### config.mk
export PLATFORM = sky130hd
export DESIGN_NAME = wdlp_watchdog
export DESIGN_NICKNAME = d
export VERILOG_FILES = /design/src/verilog/wdlp_pkg.sv /design/src/verilog/wdlp_rst_pulse.sv /design/src/verilog/wdlp_watchdog.sv
export SDC_FILE = /design/constraint.sdc
export NUM_CORES = 1
export LEC_CHECK = 0
export BUFFER_PORTS_ARGS = -buffer_cell sky130_fd_sc_hd__buf_2
export CELL_PAD_IN_SITES_DETAIL_PLACEMENT = 1
export CELL_PAD_IN_SITES_GLOBAL_PLACEMENT = 1
export CORE_ASPECT_RATIO = 0.5
export CORE_MARGIN = 3
export CORE_UTILIZATION = 41
export DETAILED_ROUTE_END_ITERATION = 16
export PLACE_DENSITY = 0.95
export SLEW_MARGIN = 20
export SYNTH_ARGS = -nofsm -noshare
export SYNTH_HDL_FRONTEND = slang
export SYNTH_HIERARCHICAL = 1
export SYNTH_SLANG_ARGS = --single-unit
### constraint.sdc
create_clock -name clk_i -period 4.5 [get_ports clk_i]
set_clock_uncertainty 0.2 [all_clocks]
set_input_delay 0.225 -clock clk_i [delete_from_list [all_inputs] [get_ports clk_i]]
set_output_delay 0.225 -clock clk_i [all_outputs]
set_load 0.01 [all_outputs]
### src/verilog/wdlp_pkg.sv
// Purpose: shared constants and types for the low-power watchdog
// Assumes: 250 MHz system clock, 8-bit control register on a 32-bit Wishbone bus
// Notes: every offset, field position and timing figure lives here
// ============================================================
// package
package wdlp_pkg;
    // ============================================================
    // register map (index times four gives the byte address)
    localparam logic [7:0] WDLP_CTRL_IDX = 8'h2a;
    localparam logic [7:0] WDLP_CTRL_ADDR = {WDLP_CTRL_IDX[5:0], 2'b00};
    localparam logic [7:0] WDLP_CTRL_RESET = 8'h7f;
    localparam int WDLP_ACT_BIT = 7;
    localparam int WDLP_TOP_BIT = 6;
    localparam int WDLP_CNT_W = 7;
    localparam logic [6:0] WDLP_CNT_ROLL = 7'h40;
    localparam logic [6:0] WDLP_CNT_ONE = 7'h01;
    localparam logic [31:0] WDLP_DAT_ZERO = 32'h0000_0000;

    // ============================================================
    // timing
    localparam int WDLP_CLK_MHZ = 250;
    localparam int WDLP_PRESCALE_DEF = 16384;
    localparam int WDLP_RST_PULSE_US = 30;
    // longest time: whole cycles, rounded down
    localparam int WDLP_RST_PULSE_CYC = WDLP_RST_PULSE_US * WDLP_CLK_MHZ;
    localparam int WDLP_RESUME_SHORT = 256;
    localparam int WDLP_RESUME_LONG = 4096;
    localparam int WDLP_DLY_W = 13;
    localparam logic [12:0] WDLP_DLY_SHORT_LAST = 13'(WDLP_RESUME_SHORT - 1);
    localparam logic [12:0] WDLP_DLY_LONG_LAST = 13'(WDLP_RESUME_LONG - 1);

    // ============================================================
    // types
    typedef enum logic [1:0] {
        WDLP_ST_RUN = 2'b00,
        WDLP_ST_HALT_FROZEN = 2'b01,
        WDLP_ST_ACT_HALT = 2'b10,
        WDLP_ST_RESUME_WAIT = 2'b11
    } wdlp_state_t;

    // option byte straps, sampled from pins
    typedef struct packed {
        logic hw_watchdog;
        logic halt_reset_option;
        logic long_resume;
    } wdlp_opt_t;

    // core signals on the same clock
    typedef struct packed {
        logic halt_req;
        logic osc_irq_enable;
        logic osc_irq;
    } wdlp_cpu_t;
endpackage

### src/verilog/wdlp_rst_pulse.sv
// Purpose: stretch a watchdog reset request into a timed reset pin pulse
// Assumes: start_i is a single-cycle request on clk_i
// Notes: a request before the pulse's last cycle is absorbed into it; one in the last cycle starts a new pulse
`timescale 1ns/100ps
`default_nettype none
// ============================================================
// reset pulse stretcher
module wdlp_rst_pulse #(
    parameter int unsigned CYCLES = 7500
) (
    // clock and reset
    input wire logic clk_i,
    input wire logic rst_i,
    // request
    input wire logic start_i,
    // pulse outputs
    output logic busy_o,
    output logic pin_oe_o
);
    localparam int CW = $clog2(CYCLES + 1);
    localparam logic [CW-1:0] LAST = CW'(CYCLES - 1);
    localparam logic [CW-1:0] ZERO = '0;
    localparam logic [CW-1:0] ONE = CW'(1);

    logic [CW-1:0] cnt_ff;
    logic busy_ff;
    wire done = busy_ff && (cnt_ff == LAST);
    wire [CW-1:0] nxt_cnt = busy_ff ? (done ? ZERO : cnt_ff + ONE) : ZERO;
    wire nxt_busy = start_i || (busy_ff && !done);

    // pulse length is exact; a restart would only lengthen an already-held reset
    always_ff @(posedge clk_i) begin
        if (rst_i) begin
            cnt_ff <= ZERO;
            busy_ff <= 1'b0;
        end else begin
            cnt_ff <= nxt_cnt;
            busy_ff <= nxt_busy;
        end
    end

    assign busy_o = busy_ff;
    assign pin_oe_o = busy_ff; // driving the pin low
endmodule
`default_nettype wire

### src/verilog/wdlp_watchdog.sv
// Purpose: watchdog with low-power mode handling and one control register
// Assumes: Wishbone classic slave, 32-bit data, single clock at 250 MHz
// Notes: the prescaler is never cleared by writes, so timeouts carry jitter
//
// Our own choice: the Wishbone register port.
`timescale 1ns/100ps
`default_nettype none
module wdlp_watchdog #(
    parameter int unsigned PRESCALE_CYCLES = wdlp_pkg::WDLP_PRESCALE_DEF,
    parameter int unsigned RST_PULSE_CYCLES = wdlp_pkg::WDLP_RST_PULSE_CYC
) (
    // clock and reset
    input wire logic clk_i,
    input wire logic rst_i,
    // wishbone slave
    input wire logic wb_cyc_i,
    input wire logic wb_stb_i,
    input wire logic wb_we_i,
    input wire logic [7:0] wb_adr_i,
    input wire logic [3:0] wb_sel_i,
    input wire logic [31:0] wb_dat_i,
    output logic [31:0] wb_dat_o,
    output logic wb_ack_o,
    // core state, same clock
    input wire wdlp_pkg::wdlp_cpu_t cpu_i,
    // pins: external interrupt and option straps
    input wire logic ext_irq_i,
    input wire wdlp_pkg::wdlp_opt_t opt_i,
    // reset outputs
    output logic device_reset_o,
    output logic reset_pin_o,
    output logic reset_pin_oe_o
);
    localparam int PW = $clog2(PRESCALE_CYCLES);
    localparam logic [PW-1:0] PS_LAST = PW'(PRESCALE_CYCLES - 1);
    localparam logic [PW-1:0] PS_ZERO = '0;
    localparam logic [PW-1:0] PS_ONE = PW'(1);
    localparam logic [12:0] DLY_ZERO = '0;
    localparam logic [12:0] DLY_ONE = 13'h0001;

    // one step down of the 7-bit counter, wrapping 00h to 7Fh
    function automatic logic [6:0] dec7(input logic [6:0] v);
        dec7 = v - wdlp_pkg::WDLP_CNT_ONE;
    endfunction

    // ============================================================
    // pin synchronisers
    logic [3:0] pin_s1_ff;
    logic [3:0] pin_s2_ff;
    wire wdlp_pkg::wdlp_opt_t opt_s = pin_s2_ff[2:0];
    wire ext_irq_s = pin_s2_ff[3];

    // straps and the interrupt pin are asynchronous to clk_i
    always_ff @(posedge clk_i) begin
        if (rst_i) begin
            pin_s1_ff <= 4'h0;
            pin_s2_ff <= 4'h0;
        end else begin
            pin_s1_ff <= {ext_irq_i, opt_i};
            pin_s2_ff <= pin_s1_ff;
        end
    end

    // ============================================================
    // wishbone decode
    logic ack_ff;
    logic [31:0] dat_ff;
    logic act_ff;
    logic [6:0] cnt_ff;
    wire bus_req = wb_cyc_i && wb_stb_i;
    wire bus_hit = (wb_adr_i == wdlp_pkg::WDLP_CTRL_ADDR);
    // writes land on the edge where the master sees ack
    wire bus_wr = bus_req && ack_ff && wb_we_i && bus_hit && wb_sel_i[0];
    wire [7:0] wr_byte = wb_dat_i[7:0];
    wire [31:0] rd_word = bus_hit ? {24'h000000, act_ff, cnt_ff} : wdlp_pkg::WDLP_DAT_ZERO;

    // one wait state; unmapped addresses answer with zero data
    always_ff @(posedge clk_i) begin
        if (rst_i) begin
            ack_ff <= 1'b0;
            dat_ff <= wdlp_pkg::WDLP_DAT_ZERO;
        end else begin
            ack_ff <= bus_req && !ack_ff;
            dat_ff <= rd_word;
        end
    end

    // ============================================================
    // prescaler, free running so its phase at a write is unknown
    logic [PW-1:0] ps_ff;
    wire tick = (ps_ff == PS_LAST);
    wire [PW-1:0] nxt_ps = tick ? PS_ZERO : ps_ff + PS_ONE;

    always_ff @(posedge clk_i) begin
        if (rst_i) begin
            ps_ff <= PS_ZERO;
        end else begin
            ps_ff <= nxt_ps;
        end
    end

    // ============================================================
    // low-power state and resume delay
    wdlp_pkg::wdlp_state_t state_ff;
    wdlp_pkg::wdlp_state_t nxt_state;
    logic [12:0] dly_ff;
    wire st_run = (state_ff == wdlp_pkg::WDLP_ST_RUN);
    wire st_frozen = (state_ff == wdlp_pkg::WDLP_ST_HALT_FROZEN);
    wire st_act = (state_ff == wdlp_pkg::WDLP_ST_ACT_HALT);
    wire st_wait = (state_ff == wdlp_pkg::WDLP_ST_RESUME_WAIT);
    wire active = act_ff || opt_s.hw_watchdog;
    wire halt_go = st_run && cpu_i.halt_req;
    wire halt_active = halt_go && cpu_i.osc_irq_enable;
    wire halt_reset = halt_go && !cpu_i.osc_irq_enable && opt_s.halt_reset_option;
    wire halt_plain = halt_go && !cpu_i.osc_irq_enable && !opt_s.halt_reset_option;
    wire [12:0] dly_last = opt_s.long_resume ? wdlp_pkg::WDLP_DLY_LONG_LAST
                                             : wdlp_pkg::WDLP_DLY_SHORT_LAST;
    wire dly_done = st_wait && (dly_ff == dly_last);
    wire [12:0] nxt_dly = st_wait ? dly_ff + DLY_ONE : DLY_ZERO;

    // next power state; frozen halt returns to run only through the wait
    always_comb begin
        nxt_state = state_ff;
        case (state_ff)
            wdlp_pkg::WDLP_ST_RUN: begin
                if (halt_active) begin
                    nxt_state = wdlp_pkg::WDLP_ST_ACT_HALT;
                end else if (halt_plain) begin
                    nxt_state = wdlp_pkg::WDLP_ST_HALT_FROZEN;
                end
            end
            wdlp_pkg::WDLP_ST_HALT_FROZEN: begin
                if (ext_irq_s) begin
                    nxt_state = wdlp_pkg::WDLP_ST_RESUME_WAIT;
                end
            end
            wdlp_pkg::WDLP_ST_ACT_HALT: begin
                if (cpu_i.osc_irq || ext_irq_s) begin
                    nxt_state = wdlp_pkg::WDLP_ST_RUN;
                end
            end
            wdlp_pkg::WDLP_ST_RESUME_WAIT: begin
                if (dly_done) begin
                    nxt_state = wdlp_pkg::WDLP_ST_RUN;
                end
            end
            default: begin
                nxt_state = wdlp_pkg::WDLP_ST_RUN;
            end
        endcase
    end

    // every reset, including one that ends a halt, starts in the resume delay
    always_ff @(posedge clk_i) begin
        if (rst_i) begin
            state_ff <= wdlp_pkg::WDLP_ST_RESUME_WAIT;
            dly_ff <= DLY_ZERO;
        end else begin
            state_ff <= nxt_state;
            dly_ff <= nxt_dly;
        end
    end

    // ============================================================
    // control register: activate bit and counter
    wire dec_now = (st_run && tick) || halt_plain;
    wire [6:0] nxt_cnt = bus_wr ? wr_byte[wdlp_pkg::WDLP_TOP_BIT:0]
                                : (dec_now ? dec7(cnt_ff) : cnt_ff);
    // software can only set the bit; clearing needs a reset
    wire nxt_act = act_ff || (bus_wr && wr_byte[wdlp_pkg::WDLP_ACT_BIT]);
    wire roll = st_run && tick && !halt_plain && !bus_wr
                && (cnt_ff == wdlp_pkg::WDLP_CNT_ROLL);
    wire roll_fire = roll && active;
    wire wr_fire = bus_wr && !st_frozen && !wr_byte[wdlp_pkg::WDLP_TOP_BIT]
                   && (nxt_act || opt_s.hw_watchdog);
    wire fire = roll_fire || wr_fire || halt_reset;

    always_ff @(posedge clk_i) begin
        if (rst_i) begin
            act_ff <= wdlp_pkg::WDLP_CTRL_RESET[wdlp_pkg::WDLP_ACT_BIT];
            cnt_ff <= wdlp_pkg::WDLP_CTRL_RESET[wdlp_pkg::WDLP_TOP_BIT:0];
        end else begin
            act_ff <= nxt_act;
            cnt_ff <= nxt_cnt;
        end
    end

    // ============================================================
    // reset pulse
    logic pulse_busy;
    logic pulse_oe;

    wdlp_rst_pulse #(
        .CYCLES(RST_PULSE_CYCLES)
    ) u_pulse (
        .clk_i(clk_i),
        .rst_i(rst_i),
        .start_i(fire),
        .busy_o(pulse_busy),
        .pin_oe_o(pulse_oe)
    );

    // ============================================================
    // outputs, no interrupt line exists
    assign wb_ack_o = ack_ff;
    assign wb_dat_o = dat_ff;
    assign device_reset_o = pulse_busy;
    assign reset_pin_oe_o = pulse_oe;
    assign reset_pin_o = 1'b0; // open drain: only ever pulls low

    // ============================================================
    // check helper: cycles spent in the current resume delay
    // kept apart from dly_ff so a stuck or skipped delay count still shows
    logic [12:0] wait_len_ff;
    wire [12:0] nxt_wait_len = st_wait ? wait_len_ff + DLY_ONE : DLY_ZERO;

    // a plain counter stands in for a 4096-cycle delay range in the checks
    always_ff @(posedge clk_i) begin
        if (rst_i) begin
            wait_len_ff <= DLY_ZERO;
        end else begin
            wait_len_ff <= nxt_wait_len;
        end
    end
endmodule
`default_nettype wire

==> flow_summary.ini <==
[run_status]
status = completed

[synthesis]
ys_async_sr_fraction_pct = 0
synth_ff_type = dfxtp_1
ys_seq_area_share_pct = 43.35
ys_warn_count = 6
synth_edf_count = 0
synthDistinctLibCells = 49
synthCells = 348
ys_ff_latch = 68
netlist_area_sq_mm = 0.003141
syn_area_per_cell_sq_um = 9.024

[die]
die_x_um = 129.8
io_pins = 92
die-area_sq_mm = 0.008809
core-area_sq_mm = 0.007042
num_rows = 21
die_h_um = 67.89
floorplan.initialDensity_pct = 44.60

[timing]
post-route-min-period_ns = 2.346
holdWs_ns = 0.01748
hold_viol = 0
fin_crit_sh_pct = 52.14
timing.slew.headroom_pct = 40.36
finalMaxSlewViolations = 0
max_freq_mhz = 426.2
grt_setup_unrepaired = no
worst_slew_pin_slew_ns = 0.8930
finalSetupTns_ns = 0
worst_slack_ns = 2.154
setup_violations = 0

[finish]
finish.utilization_pct = 51.67
n_antenna_cell = 0
layout_common_cells = 68 x dfxtp_1, 63 x nor2_1, 39 x buf_2
final_common_cell = dfxtp_1
fillers = 819
drive_gt1_share_pct = 17.79
final_area_sq_mm = 0.003638
syn_to_final_growth_pct = 15.86
stdcell_count = 491
nNetsFinal = 455

[placed_design]
dp_slack_ns = 2.217
numPortBuffers = 39
gp_congestion = 0.7871
dp.cells = 468
dpl-instance-area_sq_mm = 0.003279
hpwl_mm = 5.024

[worst_setup_path]
crit_path_start_kind = input port
r2r_setup_slack_ns = 2.17
worstPathRequired_ns = 4.52
worst_r2r_endpoint = cnt_ff[3]
end_kind = flip-flop
reg2reg_from = state_ff[0]
crit_fanout = 14
reg2regPathDepth = 5
cp.arrival_ns = 2.37
path_class = in2reg

[clock_tree]
cts_tree = yes
cts.sink_count = 68
clk_pin_slew_ns = 0.06
cts_setup_buffers = 0
cts_made_buffers = 9
cts_resized = 0
htreeDepth = 3
clk_latency_ns = 0.33
cts.path.max_buffers = 2
root_buffer = clkbuf_16

[route]
drc_errors = 0
viasPerCell = 5.342
finalWirelength_mm = 8.919
dr_total_vias = 2623
routedWlPerCell_um = 18.16
drt_iter0_drc = 131
ant_nets = 0
drt-pass1-iter-count = 5

[global_routing]
grt.busiest_layer = met2
gr-usage-met2_pct = 39.23
antenna_found_initial = 0
grt_use_met1_pct = 24.33
grt_pass1_vias = 2826
grt_pass1_wl_mm = 14.59
grt_max_degree = 27
grt_usage_pct = 21.84
grt_overflow = 0
grt.met3_usage_pct = 7.015

[worst_hold_path]
hold_start = wb_dat_i[1]
hold_depth = 3
whs_endpoint = cnt_ff[1]
hp-class = in2reg

[power]
peakVddDrop_mv = 0.1476
total_power_mw = 1.342
leakage_nw = 1.482
power_density_mw_per_mm2 = 368.8

[job]
drv_cap = 0
==> synthesized netlist by cell type (8+ instances only) <==
| cell type | number | area share [%] |
|---|---|---|
| xnor2_1 | 20 | 5.6 |
| nor2b_1 | 9 | 1.8 |
| nand2_1 | 17 | 2.0 |
| inv_1 | 13 | 1.6 |
| nand3_1 | 19 | 3.0 |
| dfxtp_1 | 68 | 43 |
| xor2_1 | 17 | 4.7 |
| nand4_1 | 8 | 1.6 |
| o21ai_0 | 8 | 1.3 |
| nor3_1 | 11 | 1.8 |
| buf_4 | 26 | 6.2 |
| nor2_1 | 63 | 7.5 |
==> logic make-up (layout without fill, tap and decap cells) <==
logic type | after synthesis | after routing | share of synthesized area (%)
multiplexers | 2 | 2 | 0.6375
other | 1 | 25 | 0.1194
flip-flops | 68 | 68 | 43.35
buffers and inverters | 48 | 75 | 9.881
AO/OA/AOI/OAI | 28 | 28 | 6.017
XOR/XNOR | 37 | 37 | 10.32
adder cells (fa/ha/maj) | 5 | 5 | 1.992
AND/OR/NAND/NOR | 159 | 159 | 27.69
==> state kept, by name, summed over array words and instances (netlist names) <==
signal,flops
act_ff,1
cnt_ff,7
dly_ff,13
pin_s1_ff,4
pin_s2_ff,4
ps_ff,14
state_ff,2
u_pulse/busy_o,1
u_pulse/cnt_ff,13
wb_ack_o,1
wb_dat_o,8
==> what timing repair did <==
action | 4_1_cts | 5_1_grt
hold endpoints to repair | 6 | 0
setup endpoints to repair | 0 | 0
hold buffers | 7 | 0
==> routing by layer <==
metal | wire, um | up-vias
met1 | 3727 | 1271
met5 | 0 | -
met2 | 4284 | 113
met4 | 332 | 0
met3 | 574 | 35
li1 | - | 1204
==> worst max-delay path, cell delays in order <==
cell and delay (ns):
dlygate4sd3_1 0.53, buf_2 0.12, and4_1 0.15, and4_4 0.24
a211oi_2 0.71, a311oi_1 0.09, a211o_1 0.30
==> power by group <==
group          switching (mW)  internal (mW)  leakage (nW)
registers             0.00665          0.611         0.551
logic                  0.0323         0.0219         0.787
clock network           0.255          0.415         0.144
==> final cells by class <==
class	count	area, sq um	share of cell area, %
multi-input cells	256	1559	42.85
well taps	92	115.1	3.164
clock inverters	4	22.52	0.6190
repair buffers	46	265.3	7.290
inverters	13	48.80	1.341
flip-flops and latches	68	1361	37.41
clock buffers	12	266.5	7.325
==> worst max path at each step <==
stage / to / slack [ns] / cells after the start / start
3_5_place_dp: cnt_ff[3] / 2.22 / 6 / ps_ff[0]
6_report: cnt_ff[3] / 2.15 / 7 / wb_stb_i
5_1_grt: cnt_ff[3] / 2.05 / 7 / wb_stb_i
3_3_place_gp: cnt_ff[3] / 2.33 / 6 / ps_ff[0]
4_1_cts: cnt_ff[3] / 2.15 / 7 / wb_stb_i
2_1_floorplan: state_ff[1] / 2.64 / 6 / dly_ff[0]
No activity file was read; power rests on OpenSTA's default activity.
